[config.mk]
export PLATFORM = sky130hd
export DESIGN_NAME = pwc_top
export DESIGN_NICKNAME = d
export VERILOG_FILES = /design/src/design/pwc_pkg.sv /design/src/design/pwc_top.sv
export SDC_FILE = /design/constraint.sdc
export NUM_CORES = 1
export LEC_CHECK = 0
export BUFFER_PORTS_ARGS = -buffer_cell sky130_fd_sc_hd__buf_4
export CAP_MARGIN = 20
export CORE_MARGIN = 10
export CORE_UTILIZATION = 55
export CTS_CLUSTER_SIZE = 16
export DETAILED_ROUTE_END_ITERATION = 12
export PLACE_DENSITY = 0.81
export SYNTH_ARGS = -nofsm -noshare
export SYNTH_HDL_FRONTEND = slang
export SYNTH_SLANG_ARGS = --single-unit
[constraint.sdc]
create_clock -name pclk -period 25.3 [get_ports pclk]
set_clock_uncertainty 0.1 [all_clocks]
set_input_delay 1.265 -clock pclk [delete_from_list [all_inputs] [get_ports pclk]]
set_output_delay 1.265 -clock pclk [all_outputs]
set_load 0.05 [all_outputs]
[src/design/pwc_pkg.sv]
// package: register map, field layout, timing and state types for the pwm output stage
`default_nettype none
package pwc_pkg;
    // register indices as printed; byte address is four times the index
    localparam logic [7:0] IDX_TAG    = 8'h1b;
    localparam logic [7:0] IDX_CLAMP  = 8'h1c;
    localparam logic [7:0] IDX_CFG    = 8'h1e;
    localparam logic [7:0] IDX_STATUS = 8'h20;
    localparam logic [7:0] ADDR_TAG    = 8'h6c;
    localparam logic [7:0] ADDR_CLAMP  = 8'h70;
    localparam logic [7:0] ADDR_CFG    = 8'h78;
    localparam logic [7:0] ADDR_STATUS = 8'h80;
    // field positions
    localparam int TAG_LSB    = 12;
    localparam int HI_LSB     = 18;
    localparam int LO_LSB     = 12;
    localparam int CAL_BIT    = 3;
    localparam int CAR_LSB    = 0;
    localparam int ST_SMP_LSB = 0;
    localparam int ST_CAL_BIT = 12;
    localparam int ST_RES_LSB = 13;
    localparam int ST_PHI_BIT = 17;
    localparam int ST_PLO_BIT = 18;
    // reset values
    localparam logic [8:0] TAG_RST = 9'h000;
    localparam logic [5:0] HI_RST  = 6'h00;
    localparam logic [5:0] LO_RST  = 6'h00;
    localparam logic       CAL_RST = 1'b0;
    localparam logic [2:0] CAR_RST = 3'h0;
    // clamp geometry: 12-bit full scale, 64 steps over each half
    localparam logic [11:0] FS_MAX    = 12'hfff;
    localparam int          STEP_BITS = 5;
    // timing at 125 MHz
    localparam longint CLK_PERIOD_NS  = 64'd8;
    localparam longint CAL_TIME_MS    = 64'd800;
    localparam longint CAL_CYCLES_DEF = (CAL_TIME_MS * 64'd1000000) / CLK_PERIOD_NS;
    localparam longint BASE_PERIOD_NS = 64'd8000000; // 0.125 kHz carrier
    localparam longint BASE_CYCLES_DEF = BASE_PERIOD_NS / CLK_PERIOD_NS;
    localparam logic [2:0] CAR_FASTEST = 3'h5;

    typedef enum logic [1:0]
    {
        MODE_CAL = 2'b01,
        MODE_RUN = 2'b10
    } pwc_mode_e;

    typedef struct packed
    {
        logic [8:0] tag;
        logic [5:0] hi_code;
        logic [5:0] lo_code;
        logic       hi_prog;
        logic       lo_prog;
        logic       cal_en;
        logic [2:0] car;
    } pwc_cfg_s;
endpackage
`default_nettype wire

[src/design/pwc_top.sv]
// pwm output stage: carrier select, output clamps, startup duty calibration, apb registers
//
// Functional notes
// - with calibration enabled, output exactly 50% duty for 800 ms after reset.
// - calibration enable resets to 0, meaning no calibration window.
// - clamps are the last processing step before the sample drives the output.
// - 6-bit upper code sets how much of the upper half passes.
// - upper code 0 gives the highest limit, 0x3f the lowest.
// - 6-bit lower code sets how much of the lower half passes.
// - lower code 0 gives the lowest limit, 0x3f the highest.
// - an unprogrammed clamp code falls back to the factory initial limit.
// - carrier codes 0..5 give 0.125..4 kHz; codes 6 and 7 give 0.125 kHz.
// - resolution is 12 bits up to 0.5 kHz, then 11, 10, 9 bits.
// - 9-bit customer tag is stored and read back only.
//
// Decided for this implementation: the APB slave port.
`default_nettype none
module pwc_top
#(
    parameter int unsigned CAL_CYCLES  = 32'(pwc_pkg::CAL_CYCLES_DEF),
    parameter int unsigned BASE_CYCLES = 32'(pwc_pkg::BASE_CYCLES_DEF),
    parameter logic [5:0]  HI_INIT     = 6'h00,
    parameter logic [5:0]  LO_INIT     = 6'h00
)
(
    // clock and reset
    input  wire logic        pclk,
    input  wire logic        presetn,
    // apb slave
    input  wire logic [7:0]  paddr,
    input  wire logic        psel,
    input  wire logic        penable,
    input  wire logic        pwrite,
    input  wire logic [31:0] pwdata,
    output logic      [31:0] prdata,
    output logic             pready,
    output logic             pslverr,
    // processed signal in
    input  wire logic [11:0] smp_data,
    input  wire logic        smp_valid,
    // output stage
    output logic             pwm_out,
    output logic             cal_active
);
    typedef struct packed
    {
        pwc_pkg::pwc_cfg_s  cfg;
        pwc_pkg::pwc_mode_e mode;
        logic [26:0]        cal_cnt;
        logic [11:0]        smp;
        logic [19:0]        cnt;
        logic [19:0]        per;
        logic [19:0]        duty;
        logic               pwm;
        logic               cal_act;
        logic [31:0]        rdata;
        logic               rdy;
        logic               err;
    } pwc_state_s;

    localparam logic [26:0] CAL_LAST = 27'(CAL_CYCLES - 32'd1);
    localparam logic [19:0] BASE_PER = 20'(BASE_CYCLES);

    pwc_state_s s_q;
    pwc_state_s s_d;

    logic [5:0]  hi_eff;
    logic [5:0]  lo_eff;
    logic [11:0] hi_lim;
    logic [11:0] lo_lim;
    logic [11:0] smp_clamped;
    logic [19:0] per_sel;
    logic [3:0]  res_sel;
    logic        wrap;
    logic        wr_acc;
    logic        setup;

    // codes 6 and 7 fall back to the slowest carrier
    function automatic logic [2:0] car_shift(input logic [2:0] car);
        car_shift = (car > pwc_pkg::CAR_FASTEST) ? 3'h0 : car;
    endfunction

    function automatic logic [3:0] car_res(input logic [2:0] car);
        case (car_shift(car))
            3'h3:    car_res = 4'hb;
            3'h4:    car_res = 4'ha;
            3'h5:    car_res = 4'h9;
            default: car_res = 4'hc;
        endcase
    endfunction

    // drop low bits beyond the resolution, then scale onto the period
    function automatic logic [19:0] duty_of(input logic [11:0] v, input logic [3:0] r, input logic [19:0] p);
        logic [11:0] q;
        logic [31:0] prod;
        q    = v >> (4'hc - r);
        prod = {20'h00000, q} * {12'h000, p};
        duty_of = 20'(prod >> r);
    endfunction

    always_comb
    begin
        s_d = s_q;
        // unprogrammed codes use the factory values
        hi_eff = s_q.cfg.hi_prog ? s_q.cfg.hi_code : HI_INIT;
        lo_eff = s_q.cfg.lo_prog ? s_q.cfg.lo_code : LO_INIT;
        hi_lim = pwc_pkg::FS_MAX - {1'b0, hi_eff, 5'h00};
        lo_lim = {1'b0, lo_eff, 5'h00};
        if (smp_data > hi_lim)
        begin
            smp_clamped = hi_lim;
        end
        else if (smp_data < lo_lim)
        begin
            smp_clamped = lo_lim;
        end
        else
        begin
            smp_clamped = smp_data;
        end
        per_sel = BASE_PER >> car_shift(s_q.cfg.car);
        res_sel = car_res(s_q.cfg.car);
        wrap    = (s_q.cnt >= s_q.per - 20'h1);
        setup   = psel && !penable;
        wr_acc  = psel && penable && pwrite && s_q.rdy;

        if (smp_valid)
        begin
            s_d.smp = smp_clamped;
        end

        // startup window runs for a fixed time from reset release
        // enable only gates the half duty, so a late enable never stretches the window
        case (s_q.mode)
            pwc_pkg::MODE_CAL:
            begin
                if (s_q.cal_cnt == CAL_LAST)
                begin
                    s_d.mode = pwc_pkg::MODE_RUN;
                end
                s_d.cal_cnt = s_q.cal_cnt + 27'h1;
            end
            pwc_pkg::MODE_RUN:
            begin
                s_d.cal_cnt = s_q.cal_cnt;
            end
            default:
            begin
                s_d.mode = pwc_pkg::MODE_RUN;
            end
        endcase
        s_d.cal_act = (s_d.mode == pwc_pkg::MODE_CAL) && s_q.cfg.cal_en;

        // period and duty change only at a carrier boundary, so no runt pulses
        if (wrap)
        begin
            s_d.cnt = 20'h0;
            s_d.per = per_sel;
            if (s_d.cal_act)
            begin
                s_d.duty = per_sel >> 1;
            end
            else
            begin
                s_d.duty = duty_of(s_q.smp, res_sel, per_sel);
            end
        end
        else
        begin
            s_d.cnt = s_q.cnt + 20'h1;
        end
        s_d.pwm = (s_d.cnt < s_d.duty);

        // apb: answer registered in setup, access completes with no wait
        s_d.rdy   = setup;
        s_d.err   = 1'b0;
        s_d.rdata = 32'h0;
        if (setup)
        begin
            if (paddr == pwc_pkg::ADDR_TAG)
            begin
                s_d.rdata[pwc_pkg::TAG_LSB +: 9] = s_q.cfg.tag;
            end
            else if (paddr == pwc_pkg::ADDR_CLAMP)
            begin
                s_d.rdata[pwc_pkg::HI_LSB +: 6] = s_q.cfg.hi_code;
                s_d.rdata[pwc_pkg::LO_LSB +: 6] = s_q.cfg.lo_code;
            end
            else if (paddr == pwc_pkg::ADDR_CFG)
            begin
                s_d.rdata[pwc_pkg::CAL_BIT]     = s_q.cfg.cal_en;
                s_d.rdata[pwc_pkg::CAR_LSB +: 3] = s_q.cfg.car;
            end
            else if (paddr == pwc_pkg::ADDR_STATUS)
            begin
                s_d.rdata[pwc_pkg::ST_SMP_LSB +: 12] = s_q.smp;
                s_d.rdata[pwc_pkg::ST_CAL_BIT]       = s_q.cal_act;
                s_d.rdata[pwc_pkg::ST_RES_LSB +: 4]  = res_sel;
                s_d.rdata[pwc_pkg::ST_PHI_BIT]       = s_q.cfg.hi_prog;
                s_d.rdata[pwc_pkg::ST_PLO_BIT]       = s_q.cfg.lo_prog;
            end
            else
            begin
                s_d.err = 1'b1;
            end
        end
        if (wr_acc)
        begin
            if (paddr == pwc_pkg::ADDR_TAG)
            begin
                s_d.cfg.tag = pwdata[pwc_pkg::TAG_LSB +: 9];
            end
            else if (paddr == pwc_pkg::ADDR_CLAMP)
            begin
                s_d.cfg.hi_code = pwdata[pwc_pkg::HI_LSB +: 6];
                s_d.cfg.lo_code = pwdata[pwc_pkg::LO_LSB +: 6];
                s_d.cfg.hi_prog = 1'b1;
                s_d.cfg.lo_prog = 1'b1;
            end
            else if (paddr == pwc_pkg::ADDR_CFG)
            begin
                s_d.cfg.cal_en = pwdata[pwc_pkg::CAL_BIT];
                s_d.cfg.car    = pwdata[pwc_pkg::CAR_LSB +: 3];
            end
        end
    end

    always_ff @(posedge pclk or negedge presetn)
    begin
        if (!presetn)
        begin
            s_q.cfg.tag     <= pwc_pkg::TAG_RST;
            s_q.cfg.hi_code <= pwc_pkg::HI_RST;
            s_q.cfg.lo_code <= pwc_pkg::LO_RST;
            s_q.cfg.hi_prog <= 1'b0;
            s_q.cfg.lo_prog <= 1'b0;
            s_q.cfg.cal_en  <= pwc_pkg::CAL_RST;
            s_q.cfg.car     <= pwc_pkg::CAR_RST;
            s_q.mode        <= pwc_pkg::MODE_CAL;
            s_q.cal_cnt     <= 27'h0;
            s_q.smp         <= 12'h0;
            s_q.cnt         <= 20'h0;
            s_q.per         <= 20'h1;
            s_q.duty        <= 20'h0;
            s_q.pwm         <= 1'b0;
            s_q.cal_act     <= 1'b0;
            s_q.rdata       <= 32'h0;
            s_q.rdy         <= 1'b0;
            s_q.err         <= 1'b0;
        end
        else
        begin
            s_q <= s_d;
        end
    end

    assign prdata     = s_q.rdata;
    assign pready     = s_q.rdy;
    assign pslverr    = s_q.err;
    assign pwm_out    = s_q.pwm;
    assign cal_active = s_q.cal_act;
endmodule
`default_nettype wire

==> results.json, run 1 <==
{
  "status": "finished clean",
  "cts_inserted_buffers": 17,
  "synth_edf_count": 0,
  "die-height_um": 195,
  "power.leakage_nw": 9.09,
  "endpoint_kind": "register",
  "synth_cell_type_count": 95,
  "track_usage_pct": 22.3,
  "core_um2": 29900,
  "critPathMaxFanout": 26,
  "vias": 13600,
  "die_x_um": 195,
  "async_flop_share_pct": 100,
  "fillers": 2394,
  "grt_pass1_vias": 13900,
  "clk_latency_ns": 0.42,
  "gp_congestion": 0.931,
  "diodes": 0,
  "nNetsFinal": 2231,
  "rows": 63,
  "worst_slack_ns": 13.44,
  "required_ns": 25.50,
  "pin_count": 94,
  "drv_cap": 0,
  "path_class": "register to register",
  "place_worst_setup_slack_ns": 13.60,
  "grt_max_degree": 87,
  "fin_crit_ns": 11.86,
  "setup_tns_ns": 0,
  "relSlewSlack_pct": 29.5,
  "cts_buffer_depth": 2,
  "cts_sinks": 155,
  "drc": 0,
  "holdBufCountCts": 0,
  "critical_path.startpoint_type": "register",
  "hold_class": "register to register",
  "tightest_slew_ns": 1.06,
  "root_buffer": "clkbuf_16",
  "fmax_ghz": 0.0843,
  "routed_via_density": 5.98,
  "area_growth_pct": 7.74,
  "avgSynthCellArea_um2": 9.05,
  "drtIter0Drc": 1107,
  "drv_slew": 0,
  "ctsResizeCount": 0,
  "h-tree-depth": 4,
  "start_util_pct": 56.1,
  "post-route-util_pct": 60.5,
  "ys_ff_latch": 155,
  "ant_nets": 0,
  "synth_area_um2": 16800,
  "post_cts_buffers": 0,
  "max_stage_delay_ns": 0.89,
  "dpl_cell_area_um2": 17400,
  "syn_inst": 1853,
  "grt_pass1_wl_um": 70200,
  "setup_viol": 0,
  "clkSlewWorstSetupHoldPaths_ns": 0.07,
  "firstDrtPassIters": 7,
  "antenna_found_initial": 0,
  "cts_tree": "done",
  "report.final.hold_viol_count": 0,
  "critical-path-top-cell-by-count": "fa_1",
  "drive_gt1_share_pct": 10.8,
  "cp_slowest_cell": "dfrtp_1",
  "wl_um": 43100,
  "grt-ovfl-total": 0,
  "ys_seq_area_share_pct": 23.1,
  "cp.arrival_ns": 12.06,
  "power_mw": 1.62,
  "yosys_warnings": 0,
  "ir_worst_vdd_mv": 0.0851,
  "dp_hpwl_um": 33000,
  "die_area_um2": 37900,
  "period_share_pct": 46.9,
  "rsz0062_at_grt": "no",
  "synth_flop_cell": "dfrtp_1",
  "finalInstanceArea_um2": 18100,
  "avgRoutedWirePerCell_um": 19.0,
  "portBuffers": 69,
  "power.density_nw_per_um2": 89.7
}
## report_power, final
part           switching [mW]  internal, mW
Combinational           0.678         0.411
Sequential            0.00443         0.252
Clock                   0.115         0.160
## path summary, 6_finish.rpt
check,startpoint,end,slack (ns),cells past startpoint
hold reg to reg,s_q[134]$_DFFE_PN0P_,s_q[134]$_DFFE_PN0P_,0.38,1
hold / removal,s_q[134]$_DFFE_PN0P_,s_q[134]$_DFFE_PN0P_,0.38,1
setup reg to reg,s_q[138]$_DFFE_PN0P_,pwm_out$_DFF_PN0_,13.44,31
max in group asynchronous,presetn,s_q[83]$_DFF_PN0_,22.93,2
setup / recovery,s_q[138]$_DFFE_PN0P_,pwm_out$_DFF_PN0_,13.44,31
min in group asynchronous,presetn,s_q[141]$_DFFE_PN0P_,0.79,1
## per-layer routing
| layer | global-route usage, % | up-vias | share of wire [%] |
|---|---|---|---|
| li1 | - | 6129 | - |
| met1 | 28.5 | 6774 | 40 |
| met2 | 37.3 | 600 | 49 |
| met3 | 4.22 | 92 | 8.3 |
| met4 | 6.93 | 0 | 2.8 |
| met5 | 0 | - | 0 |
## Yosys cell counts (35+ instances only)
master | instances | share of area [%]
nor2_1 | 146 | 3.3
and2_1 | 35 | 1.3
xor2_1 | 35 | 1.8
inv_1 | 236 | 5.3
xnor2_1 | 51 | 2.7
dfrtp_1 | 153 | 23
o21ai_0 | 74 | 2.2
a21oi_1 | 60 | 1.8
ha_1 | 123 | 9.2
nand2_1 | 227 | 5.1
mux2_2 | 42 | 2.8
clkbuf_1 | 49 | 1.1
nand3_1 | 48 | 1.4
fa_1 | 179 | 21
## stage by stage
stage | instances | hold slack (ns)
after global placement | 2236 | 0.354
after global routing | 2274 | 0.398
after floorplan | 1874 | 0.339
after detailed placement | 2237 | 0.366
final | 2274 | 0.378
after CTS | 2269 | 0.382
## flip-flops by register name, summed over array words and instances (netlist names)
signal and flops:
prdata 24, pwm_out 1, pslverr 1, pready 1, s_q 127, cal_active 1
## cells by family (layout without fill, tap and decap cells)
logic type      count (synthesis)  count (layout)  share of synthesized area, %
other cells                     2              23                        0.0448
flops                         155             155                          23.1
fa+ha+maj                     302             302                          30.5
xor+xnor                       86              86                          4.49
compound gates                304             304                          12.2
buf+inv                       349             359                          8.83
mux                            68              68                          4.37
simple gates                  587             587                          16.3
## layout make-up
| cell class | instances | area (µm²) | area share (%) |
|---|---|---|---|
| well taps | 390 | 488 | 2.70 |
| multi-input cells | 1370 | 11500 | 63.7 |
| clock buffers | 18 | 429 | 2.38 |
| inverters | 240 | 903 | 5.00 |
| repair buffers | 87 | 658 | 3.64 |
| flip-flops and latches | 155 | 3880 | 21.5 |
| clock inverters | 14 | 201 | 1.11 |
## placed cells by master (no fill, tap or decap), types with 13 or more instances in the layout
| master | n |
|---|---|
| a211oi_1 | 22 |
| a21o_1 | 23 |
| a21oi_1 | 60 |
| a31oi_1 | 16 |
| and2_1 | 35 |
| and3_1 | 27 |
| buf_4 | 84 |
| clkbuf_16 | 17 |
| conb_1 | 23 |
| dfrtp_1 | 153 |
| fa_1 | 179 |
| ha_1 | 123 |
| inv_1 | 236 |
| mux2_2 | 42 |
| mux2i_1 | 26 |
| nand2_1 | 227 |
| nand2b_1 | 13 |
| nand3_1 | 48 |
| nand4_1 | 19 |
| nor2_1 | 143 |
| nor3_1 | 19 |
| o21ai_0 | 74 |
| xnor2_1 | 51 |
| xor2_1 | 35 |
## critical path: cells and delay by family (launching register included)
kind | cells | cell delay (ns)
multiplexers | 2 | 0.51
XOR/XNOR | 1 | 0.25
buffers and inverters | 4 | 0.56
adder cells (fa/ha/maj) | 8 | 4.16
AO/OA/AOI/OAI | 10 | 2.37
AND/OR/NAND/NOR | 6 | 2.86
flip-flops | 1 | 0.89
No activity file was read; power rests on OpenSTA's default activity.
==> run 2, diff against run 1 <==
==> constraint.sdc (replaced) <==
create_clock -name pclk -period 11.6 [get_ports pclk]
set_clock_uncertainty 0.1 [all_clocks]
set_input_delay 0.58 -clock pclk [delete_from_list [all_inputs] [get_ports pclk]]
set_output_delay 0.58 -clock pclk [all_outputs]
set_load 0.05 [all_outputs]
==> run 2 against run 1 <==
Net effect:
- hold slack got worse by 0.28 ns
- setup slack got worse by 12 ns
- via count fell by 0.63%
- clock power rose by 100%
- count of clock-buffer cells in the layout rose by 1
- final cell count rose by 0.48%
- core utilization rose by 0.088 points
- sequential power rose by 120%
- register-to-register slack got worse by 12 ns
- first-iteration DRC count rose by 20%
- highest routed layer unchanged
==> results.json, run 2 (synthesized netlist as in run 1, its figures left out) <==
{
  "portBuffers": 69,
  "root_buffer": "clkbuf_16",
  "pin_count": 94,
  "tightest_slew_ns": 1.20,
  "required_ns": 11.82,
  "die_area_um2": 37900,
  "antenna_found_initial": 0,
  "critPathMaxFanout": 25,
  "regMostFlops": "s_q",
  "cts_buffer_depth": 2,
  "worst-path-buf-inv": 7,
  "rsz0062_at_grt": "no",
  "ctsResizeCount": 0,
  "clkSlewWorstSetupHoldPaths_ns": 0.07,
  "wl_um": 43300,
  "most-common-layout-cells": "236 x inv_1, 227 x nand2_1, 179 x fa_1, 153 x dfrtp_1, 143 x nor2_1",
  "relSlewSlack_pct": 19.6,
  "post_cts_buffers": 0,
  "drive_gt1_share_pct": 11.3,
  "cts_inserted_buffers": 17,
  "switching_share_pct": 49.3,
  "setup_viol": 0,
  "firstDrtPassIters": 6,
  "grt_pass1_vias": 13800,
  "nNetsFinal": 2242,
  "ir_worst_vdd_mv": 0.220,
  "r2r-start": "s_q[138]$_DFFE_PN0P_",
  "ff2ff_path_depth": 36,
  "drv_cap": 0,
  "holdBufCountCts": 0,
  "grt-ovfl-total": 0,
  "rows": 63,
  "startpoint": "s_q[138]$_DFFE_PN0P_",
  "cts_sinks": 155,
  "largest_reg_flops": 127,
  "internal-power_mw": 1.75,
  "core_um2": 29900,
  "diodes": 0,
  "finalInstanceArea_um2": 18100,
  "cts_tree": "done",
  "grt_pass1_wl_um": 71800,
  "cp_top_family": "adder cells",
  "avgRoutedWirePerCell_um": 19.0,
  "period_share_pct": 89.3,
  "grt_max_degree": 91,
  "crit_end": "pwm_out$_DFF_PN0_",
  "setup_tns_ns": 0,
  "critical_path.startpoint_type": "register",
  "fin_crit_ns": 10.36,
  "die-height_um": 195,
  "path_class": "register to register",
  "hold_class": "input pin to asynchronous set/reset pin",
  "ant_nets": 0,
  "status": "finished clean",
  "clk_latency_ns": 0.43,
  "dpl_cell_area_um2": 17500,
  "fmax_ghz": 0.0966,
  "die_x_um": 195,
  "area_growth_pct": 7.89,
  "h-tree-depth": 4,
  "drtIter0Drc": 1324,
  "max_stage_delay_ns": 0.78,
  "start_util_pct": 56.1,
  "drc": 0,
  "report.final.hold_viol_count": 0,
  "drv_slew": 0,
  "p_sw_mw": 1.70,
  "vias": 13500,
  "cp_slowest_cell": "ha_1",
  "endpoint_kind": "register",
  "final_common_cell": "inv_1",
  "r2r_end": "pwm_out$_DFF_PN0_",
  "routed_via_density": 5.91,
  "track_usage_pct": 22.7,
  "gp_congestion": 0.940,
  "power.leakage_nw": 9.11,
  "r2r_slack_ns": 1.24,
  "cp_num_cells": 36,
  "seqPwrFrac_pct": 16.2,
  "combinationalPowerShare_pct": 67.7,
  "dp_hpwl_um": 33400,
  "power.density_nw_per_um2": 191,
  "cp.arrival_ns": 10.57,
  "p_clk_share_pct": 16.1
}
-- run 2: cell count changes in the layout (fill, tap and decap cells not counted) --
cell / previous run / this run
clkbuf_8: 0 / 1
inv_6: 3 / 5
inv_8: 4 / 1
clkinv_4: 1 / 2
buf_6: 2 / 1
buf_2: 1 / 0
bufinv_16: 3 / 1
clkinv_8: 1 / 0
clkinvlp_4: 2 / 4
buf_4: 84 / 97
-- run 2: power by group through the flow --
stage	sequential, mW	clock (mW)	combinational, mW
final	0.560	0.556	2.33
after global routing	0.561	0.581	2.60
after CTS	0.559	0.559	2.28
after detailed placement	0.569	0	2.26
after global placement	0.569	0	2.21
after floorplan	0.566	0	1.76
-- run 2: layout make-up --
cell class | count | area [µm²]
Sequential cell | 155 | 3880
Clock buffer | 19 | 443
Clock inverter | 13 | 133
Tap cell | 390 | 488
Timing Repair Buffer | 98 | 739
Fill cell | 2457 | 11800
Multi-Input combinational cell | 1370 | 11500
Inverter | 240 | 903
-- run 2: layer usage --
metal,share of wire [%],track usage [%],wire length (µm)
met4,1.9,4.71,833
met2,49,38.3,21100
met3,7.5,4.10,3260
met1,42,29.9,18100
met5,0,0,0
-- run 2: metrics by stage --
step,utilization (%),setup WS [ns],std cells,hold WS (ns),power [mW]
2_1_floorplan,-,2.54,1874,0.184,2.32
3_3_place_gp,58.5,1.59,2249,0.355,2.77
3_5_place_dp,58.6,1.36,2250,0.376,2.83
4_1_cts,60.5,1.36,2282,0.150,3.40
5_1_grt,60.6,0.727,2285,0.182,3.74
6_report,60.6,1.24,2285,0.0942,3.45
-- run 2: worst min path at each step --
stage | end | slack (ns) | depth (start not counted)
2_1_floorplan | cal_active$_DFF_PN0_ | 0.18 | 0
3_3_place_gp | s_q[132]$_DFFE_PN0P_ | 0.35 | 1
3_5_place_dp | s_q[39]$_DFF_PN0_ | 0.38 | 1
4_1_cts | s_q[152]$_DFFE_PN0P_ | 0.15 | 1
5_1_grt | s_q[152]$_DFFE_PN0P_ | 0.18 | 1
6_report | s_q[152]$_DFFE_PN0P_ | 0.09 | 1
